<file path="config.mk">
export PLATFORM = sky130hd
export DESIGN_NAME = anx_regs
export DESIGN_NICKNAME = d
export VERILOG_FILES = /design/src/logic/anx_pkg.sv /design/src/logic/anx_latch_bit.sv /design/src/logic/anx_regs.sv
export SDC_FILE = /design/constraint.sdc
export NUM_CORES = 1
export LEC_CHECK = 0
export BUFFER_PORTS_ARGS = -buffer_cell sky130_fd_sc_hd__buf_2
export CAP_MARGIN = 20
export CORE_MARGIN = 1
export CORE_UTILIZATION = 47
export DETAILED_ROUTE_END_ITERATION = 7
export MAX_ROUTING_LAYER = met4
export PLACE_DENSITY = 0.81
export SLEW_MARGIN = 20
export SYNTH_ARGS = -nofsm -noshare
export SYNTH_HDL_FRONTEND = slang
export SYNTH_SLANG_ARGS = --single-unit
export TNS_END_PERCENT = 100
</file>
<file path="constraint.sdc">
create_clock -name clk -period 1.2 [get_ports clk]
set_input_delay 0.24 -clock clk [delete_from_list [all_inputs] [get_ports clk]]
set_output_delay 0.24 -clock clk [all_outputs]
set_load 0.1 [all_outputs]
</file>
<file path="src/logic/anx_pkg.sv">
package anx_pkg;

  // management register addresses
  localparam logic [4:0] ANX_EXP_ADDR = 5'h06;
  localparam logic [4:0] ANX_NPTX_ADDR = 5'h07;

  // reset values
  localparam logic [15:0] ANX_EXP_RESET = 16'h0004;
  localparam logic [15:0] ANX_NPTX_RESET = 16'h2001;

  // expansion status field positions
  localparam int ANX_EXP_RSV_LSB = 5;
  localparam int ANX_EXP_RSV_MSB = 15;
  localparam int ANX_EXP_FAULT_BIT = 4;
  localparam int ANX_EXP_LPNP_BIT = 3;
  localparam int ANX_EXP_LOCAL_BIT = 2;
  localparam int ANX_EXP_PAGE_BIT = 1;
  localparam int ANX_EXP_LPAN_BIT = 0;

  // next-page transmit field positions
  localparam int ANX_TX_MORE_BIT = 15;
  localparam int ANX_TX_RSV_BIT = 14;
  localparam int ANX_TX_MSG_BIT = 13;
  localparam int ANX_TX_COMPLY_BIT = 12;
  localparam int ANX_TX_ALT_BIT = 11;
  localparam int ANX_TX_CODE_MSB = 10;
  localparam int ANX_TX_CODE_LSB = 0;

  // bits of the next-page word that management may write
  localparam logic [15:0] ANX_NPTX_WR_MASK = 16'hb7ff;

  // management register access, one request per cycle
  typedef struct packed {
    logic rd;
    logic wr;
    logic [4:0] addr;
    logic [15:0] wdata;
  } anx_mgmt_req_t;

  // read answer
  typedef struct packed {
    logic valid;
    logic [15:0] data;
  } anx_mgmt_rsp_t;

  // status from the negotiation engine, same clock
  typedef struct packed {
    logic parallelFault;
    logic pageGot;
    logic partnerPagesAble;
    logic partnerAnAble;
    logic localPagesAble;
  } anx_neg_status_t;

  function automatic logic anx_hit(input anx_mgmt_req_t req, input logic [4:0] addr);
    anx_hit = (req.addr == addr);
  endfunction : anx_hit

endpackage : anx_pkg

</file>
<file path="src/logic/anx_latch_bit.sv">
`timescale 1ns/1ps

module anx_latch_bit (
  // clock and reset
  input wire logic clk,
  input wire logic rstn,
  // event and clear
  input wire logic setPulse,
  input wire logic clearPulse,
  // latched flag
  output logic flag_r
);

  logic flag_nxt;

  // set beats a clear in the same cycle
  always_comb begin
    flag_nxt = flag_r;
    if (clearPulse) begin
      flag_nxt = 1'b0;
    end
    if (setPulse) begin
      flag_nxt = 1'b1;
    end
  end

  always_ff @(posedge clk or negedge rstn) begin
    if (!rstn) begin
      flag_r <= 1'b0;
    end else begin
      flag_r <= flag_nxt;
    end
  end

endmodule : anx_latch_bit

</file>
<file path="src/logic/anx_regs.sv">
`timescale 1ns/1ps

// Summary of operation
// - A 16-bit read-only expansion status register reports partner negotiation status, reset 0004h.
// - Expansion bits 15..5 are reserved, ignore writes and read back as zero.
// - Expansion bit 4 latches on a parallel detection fault and clears when the register is read.
// - Expansion bit 1 latches when a new page arrives and clears when the register is read.
// - Expansion bit 3 shows whether the link partner can exchange next pages.
// - Expansion bit 2 shows whether the local device can exchange next pages, set out of reset.
// - Expansion bit 0 shows whether the link partner can auto-negotiate.
// - The next-page transmit register holds the next-page code word sent to the partner.
// - The next-page transmit register resets to 2001h, a message page with the null message.
// - Transmit bit 15 is writable and says whether further next pages follow.
// - Transmit bit 14 is reserved, ignores writes and reads as zero.
// - Transmit bit 13 is writable and selects message page or unformatted page.
// - Transmit bit 12 is writable and says whether the local device will comply.
// - Transmit bit 11 is read-only and is the complement of the previously sent toggle bit.
// - Transmit bits 10..0 are a writable code field for the message or unformatted code.

module anx_regs (
  // clock and reset
  input wire logic clk,
  input wire logic rstn,
  // management register port
  input wire anx_pkg::anx_mgmt_req_t mgmtReq,
  output anx_pkg::anx_mgmt_rsp_t mgmtRsp_r,
  // negotiation engine
  input wire anx_pkg::anx_neg_status_t negStatus,
  input wire logic pageSent,
  output logic [15:0] txWord_r
);

  import anx_pkg::*;

  logic expRd;
  logic nptxRd;
  logic nptxWr;
  logic faultFlag_r;
  logic pageFlag_r;
  logic partnerPages_r;
  logic partnerAn_r;
  logic localPages_r;
  logic [15:0] expWord;
  logic [15:0] txWord_nxt;
  anx_mgmt_rsp_t mgmtRsp_nxt;

  // address decode
  always_comb begin
    expRd = mgmtReq.rd && anx_hit(mgmtReq, ANX_EXP_ADDR);
    nptxRd = mgmtReq.rd && anx_hit(mgmtReq, ANX_NPTX_ADDR);
    nptxWr = mgmtReq.wr && anx_hit(mgmtReq, ANX_NPTX_ADDR);
  end

  // latch-high fault indication
  anx_latch_bit u_fault_latch (
    .clk(clk),
    .rstn(rstn),
    .setPulse(negStatus.parallelFault),
    .clearPulse(expRd),
    .flag_r(faultFlag_r)
  );

  // latch-high page received indication
  anx_latch_bit u_page_latch (
    .clk(clk),
    .rstn(rstn),
    .setPulse(negStatus.pageGot),
    .clearPulse(expRd),
    .flag_r(pageFlag_r)
  );

  // capability levels, reset value gives 0004h
  always_ff @(posedge clk or negedge rstn) begin
    if (!rstn) begin
      partnerPages_r <= ANX_EXP_RESET[ANX_EXP_LPNP_BIT];
      partnerAn_r <= ANX_EXP_RESET[ANX_EXP_LPAN_BIT];
      localPages_r <= ANX_EXP_RESET[ANX_EXP_LOCAL_BIT];
    end else begin
      partnerPages_r <= negStatus.partnerPagesAble;
      partnerAn_r <= negStatus.partnerAnAble;
      localPages_r <= negStatus.localPagesAble;
    end
  end

  // expansion word; writes to it are dropped
  always_comb begin
    expWord = 16'h0000;
    expWord[ANX_EXP_FAULT_BIT] = faultFlag_r;
    expWord[ANX_EXP_LPNP_BIT] = partnerPages_r;
    expWord[ANX_EXP_LOCAL_BIT] = localPages_r;
    expWord[ANX_EXP_PAGE_BIT] = pageFlag_r;
    expWord[ANX_EXP_LPAN_BIT] = partnerAn_r;
  end

  // next-page word: write masked fields, toggle only on a sent page
  always_comb begin
    txWord_nxt = txWord_r;
    if (nptxWr) begin
      txWord_nxt = (txWord_r & ~ANX_NPTX_WR_MASK)
        | (mgmtReq.wdata & ANX_NPTX_WR_MASK);
    end
    txWord_nxt[ANX_TX_RSV_BIT] = 1'b0;
    if (pageSent) begin
      txWord_nxt[ANX_TX_ALT_BIT] = ~txWord_r[ANX_TX_ALT_BIT];
    end
  end

  always_ff @(posedge clk or negedge rstn) begin
    if (!rstn) begin
      txWord_r <= ANX_NPTX_RESET;
    end else begin
      txWord_r <= txWord_nxt;
    end
  end

  // read answer one cycle after the request, zero for foreign addresses
  always_comb begin
    mgmtRsp_nxt.valid = mgmtReq.rd;
    mgmtRsp_nxt.data = 16'h0000;
    if (expRd) begin
      mgmtRsp_nxt.data = expWord;
    end else if (nptxRd) begin
      mgmtRsp_nxt.data = txWord_r;
    end
  end

  always_ff @(posedge clk or negedge rstn) begin
    if (!rstn) begin
      mgmtRsp_r <= '0;
    end else begin
      mgmtRsp_r <= mgmtRsp_nxt;
    end
  end
endmodule : anx_regs

</file>
======== Yosys cells after proc, flatten, opt, wreduce, memory -nomap -nowiden ========
Cells that the tools add are included.
cells by class
  add/subtract/negate cells ............... 0
  multiply operators ...................... 0
  divide/modulo/power cells ............... 0
  $lt $le $gt $ge ......................... 0
  equal/unequal tests ..................... 2
  shifts and indexed selects .............. 0
  mux-type cells .......................... 7
  bitwise operators ....................... 2
  reductions and logical operators ........ 6
operator list
  operator                                                          count
  16-bit 2-to-1 mux                                                 2
  12-bit by 16-bit OR with 16-bit output                            1
  12-bit 2-to-1 mux                                                 1
  5-bit by 3-bit == test with 1-bit output (second input constant)  2
  2-bit nonzero test                                                3
  1-bit 2-to-1 mux                                                  4
  1-bit logical AND                                                 3
  1-bit inverter                                                    1
word-level totals
  flip-flop bits (word level) ............. 37
  latch bits .............................. 0
  RAM bits ................................ 0
  ROM bits ................................ 0
  output and inout bits ................... 33
  word-level logic and storage cells ...... 26
  memories kept ........................... 0

======== Longest topological paths before layout ========
  depth after elaboration ................. 4
  gate-level depth with buffers ........... 4

======== Cells and area by module ========
Synthesis repeated with hierarchy kept, for this count alone.
unflattened totals
  cells, all modules ...................... 88
  area, all modules ....................... 1348.8 um^2
by module, submodules not included
  module         instances  cells an instance  area an instance (um^2)
  anx_regs       1          82                 1276.2
  anx_latch_bit  2          3                  36.3

======== Worst setup path after synthesis ========
No wires, ideal clock.
  path kind ............................... in2reg
  from .................................... input mgmtReq[20] (netlist bit)
  to ...................................... register txWord_r[2]
  setup time .............................. 0.126 ns
  data arrival time ....................... 1.212 ns
  data required time ...................... 1.074 ns
  path slack .............................. -0.138 ns
  stages .................................. 4
  buffers on the path ..................... 1
  cells stage by stage .................... nand2b_4 nor4_4 buf_6 mux2_2
on the way
  cells in the longest elaborated chain, start to end .. 2
ends and longest elaborated chain
  what                                      RTL line         text
  start, declared                           anx_regs.sv:25   input wire anx_pkg::anx_mgmt_req_t mgmtReq,
  5-bit by 3-bit == test with 1-bit output  anx_pkg.sv:56    anx_hit = (req.addr == addr);
  1-bit logical AND                         anx_regs.sv:51   nptxWr = mgmtReq.wr && anx_hit(mgmtReq, ANX_NPTX_ADDR);
  end signal, assigned                      anx_regs.sv:112  txWord_r <= txWord_nxt;
  end, declared                             anx_regs.sv:30   output logic [15:0] txWord_r
Every way passes these cells.
A chain may end at the register's enable or synchronous reset.

======== Worst setup path in the final report ========
  from .................................... register txWord_r[13]
  to ...................................... output txWord_r[13]
No word-level cell between the ends.

==> summary.txt <==
Global routing
  – Global-route wire length before repair: approximately 5.6 mm
  – Largest net degree at the start of global routing: 20
  – Gr ovfl total: 0
  – Vias in the first global route: about 1,100
  – Initial antenna violation count: 0
  – Gr usage total: 31.9%

Synthesis
  – Synthesized cell area: 1290 sq um
  – EDFF count, synth: 0
  – Mapped Cells: 81
  – Synth area leader: dfrtp_1
  – Count leader, synth: dfrtp_1
  – Adder-Cell Fraction of Synth Area: 0%
  – Multiplexer share of the synthesized area: between 10% and 20%
  – Syn Area/Cell: 16.0 sq um
  – Post-synth top cells: dfrtp_1 (33), mux2_2 (14), and2_1 (10), a22o_1 (5), dfstp_2 (3)
  – Yosys warns: 0
  – Post-synthesis simple-gate area fraction: 9.77%
  – Xor-xnor portion of the synthesized cell area: 0.677%
  – Largest family of logic cells by synthesized area: multiplexers
  – Top-area cell type share of the netlist area: 63.8%
  – Synth Flop Type: dfrtp_1
  – Seq cells post-synth: 36
  – Asr flop ratio synth: 100%
  – Synth area leaders: dfrtp_1 (64%), mux2_2 (12%), dfstp_2 (6.1%), and2_1 (4.8%), a22o_1 (3.4%)
  – Compound-Gate Fraction of Synth Area: under 10%
  – Post-synthesis sequential area ratio: 69.9%
  – Distinct cells, synth: 19

Floorplanning
  – Chip height: 54.5 um
  – Die area: 2970 sq um
  – Die width: 54.5 um
  – Standard-cell rows: 18
  – Initial Utilization: a little over 50%
  – Core area: between 2000 and 3000 sq um
  – Top Ports: 64

Placed design
  – Post-place instance area: 2150 sq um
  – Port Buffers: 59
  – Setup WS pre-CTS: -0.222 ns
  – GP Congestion: approximately 0.67
  – Hpwl dp: 2.40 mm

Critical path
  – Crit path to: txWord_r[13]
  – Crit path max fanout: 2
  – Startpoint types: register
  – CP arrival: roughly 1.1 ns
  – Reg-to-reg slack, setup: ~0.10 ns
  – Crit Path Category: reg -> out
  – Crit path from: txWord_r[13]
  – Critical path's top delay family: flip-flops
  – Critical path's largest stage delay: 0.59 ns
  – Crit. End Element: primary output
  – Reg2reg end: txWord_r[5]
  – Crit-path cells: buf_12
  – Slowest CP cell: dfstp_2
  – Worst r2r path cells: 3
  – R2r startpoint: txWord_r[5]
  – Worst path required time: approximately 0.96 ns
  – Stages on worst setup path: 1
  – Buf/Inv on CP: 1

STA
  – Max Slew Vio Count: 0
  – RSZ-0062 raised after global routing: yes
  – Hold slack: ~0.019 ns
  – Clk_skew: 0.00745 ns
  – Setup ws final: -0.166 ns
  – Tcrit/Tclk final: 114%
  – Final setup viols: 14
  – Fmax: 732 MHz
  – Fin crit period: around 1.4 ns
  – Fin. Hold Viols: 0

Detailed routing
  – DR iter-0 viols: 19
  – Remaining DRCs: 0
  – Routed wire length per instance: 21.8 um
  – TritonRoute pass-1 iters: 4
  – Vias: 1,049
  – Final ANT Viol Nets: 0
  – WL final: 4.45 mm
  – Vias per Instance: 5.14

Layout
  – Final net count: 204
  – Final Util: around 94%
  – Fillers: 74
  – Share of layout cells above drive strength 1: 64.9%
  – Diodes inserted: 0
  – Fin area: 2380 sq um
  – Layout area overhead: 84.0%

Power
  – Maximum VDD drop: approximately 1700 uV
  – PwrDens: around 1700 nW/um^2
  – Leakage: 1.16 nW

Clocking
  – CTS resizes: 0
  – Clock slew at reported path FFs: 0.10 ns
  – H-tree depth: 2
  – Clock root cell: clkbuf_4
  – Clock Latency Late Sink: 0.35 ns
  – CTS Sinks: 36
  – Num CTS Buffers: 5
  – Clock Path Buffers: 2
  – TritonCTS clock tree: yes

Job
  – MaxCap Viol Count: 0

Run status
  – Failing checks: setup timing
  – Outcome: finished with violations

Hold path
  – HP Class: in -> reg
==> routing by layer <==
metal | vias up | wire length [um] | track usage [%]
li1 | 456 | - | -
met4 | 0 | 158 | 21.8
met5 | - | 0 | -
met3 | 14 | 188 | 8.89
met2 | 43 | 2400 | 48.2
met1 | 536 | 1700 | 36.9
==> worst min-delay path by stage <==
stage                     slack, ns             to         from  cells past startpoint
after floorplan               -0.06   mgmtRsp_r[0]         rstn                      0
after global placement         0.19   txWord_r[10]         rstn                      1
after detailed placement       0.20  mgmtRsp_r[12]         rstn                      1
after CTS                     0.004  mgmtRsp_r[16]  mgmtReq[22]                      1
after global routing          0.005  mgmtRsp_r[16]  mgmtReq[22]                      1
final                          0.02  mgmtRsp_r[16]  mgmtReq[22]                      1
==> placed cells by master (no fill, tap or decap), types with 2 or more instances in the layout <==
| cell | Yosys | final |
|---|---|---|
| dfstp_2 | 3 | 3 |
| clkbuf_4 | 0 | 5 |
| a22o_1 | 5 | 5 |
| dlygate4sd3_1 | 0 | 4 |
| dfrtp_1 | 33 | 30 |
| conb_1 | 1 | 2 |
| mux2_2 | 14 | 14 |
| buf_2 | 0 | 28 |
| clkbuf_1 | 1 | 2 |
| buf_4 | 2 | 23 |
| buf_12 | 0 | 33 |
| a21o_1 | 2 | 2 |
| dfrtp_2 | 0 | 3 |
| and2_1 | 10 | 10 |
==> sequential cells by signal (all words and copies together) (netlist names) <==
| signal | count |
|---|---|
| localPages_r | 1 |
| mgmtRsp_r | 16 |
| partnerAn_r | 1 |
| partnerPages_r | 1 |
| txWord_r | 15 |
| u_fault_latch.flag_r | 1 |
| u_page_latch.flag_r | 1 |
==> kinds of logic after synthesis <==
group           after synthesis
mux                          14
simple gates                 17
xor+xnor                      1
flops                        36
compound gates                7
buf+inv                       5
other cells                   1
==> power breakdown <==
group / switching, W / internal, W / total, W
clock network: 0.000398 / 0.000289 / 0.000687
registers: 0.000157 / 0.00135 / 0.00151
logic: 0.00112 / 0.000709 / 0.00183
==> through the flow <==
stage	cells	power, W	TNS, ns
2_1_floorplan	82	0.00244	-1.48
3_3_place_gp	175	0.00309	-2.67
3_5_place_dp	175	0.00315	-3.43
4_1_cts	199	0.00394	-0.422
5_1_grt	204	0.00414	-1.24
6_report	204	0.00403	-0.486
==> final cells by class <==
cell class | count | area [sq um] | share of cell area, %
Timing Repair Buffer | 88 | 1010 | 42.6
Sequential cell | 36 | 908 | 38.2
Multi-Input combinational cell | 41 | 359 | 15.1
Clock buffer | 8 | 58.8 | 2.47
Tap cell | 30 | 37.5 | 1.58
Inverter | 1 | 3.75 | 0.158
==> what timing repair did <==
action                                 in CTS  in global routing
pin swaps                                   0                  0
buffers inserted                           12                  5
setup endpoints to repair                  17                 29
endpoints found under the hold margin      17                  0
hold buffers                                4                  0
Power figures use the tool's default switching activity.
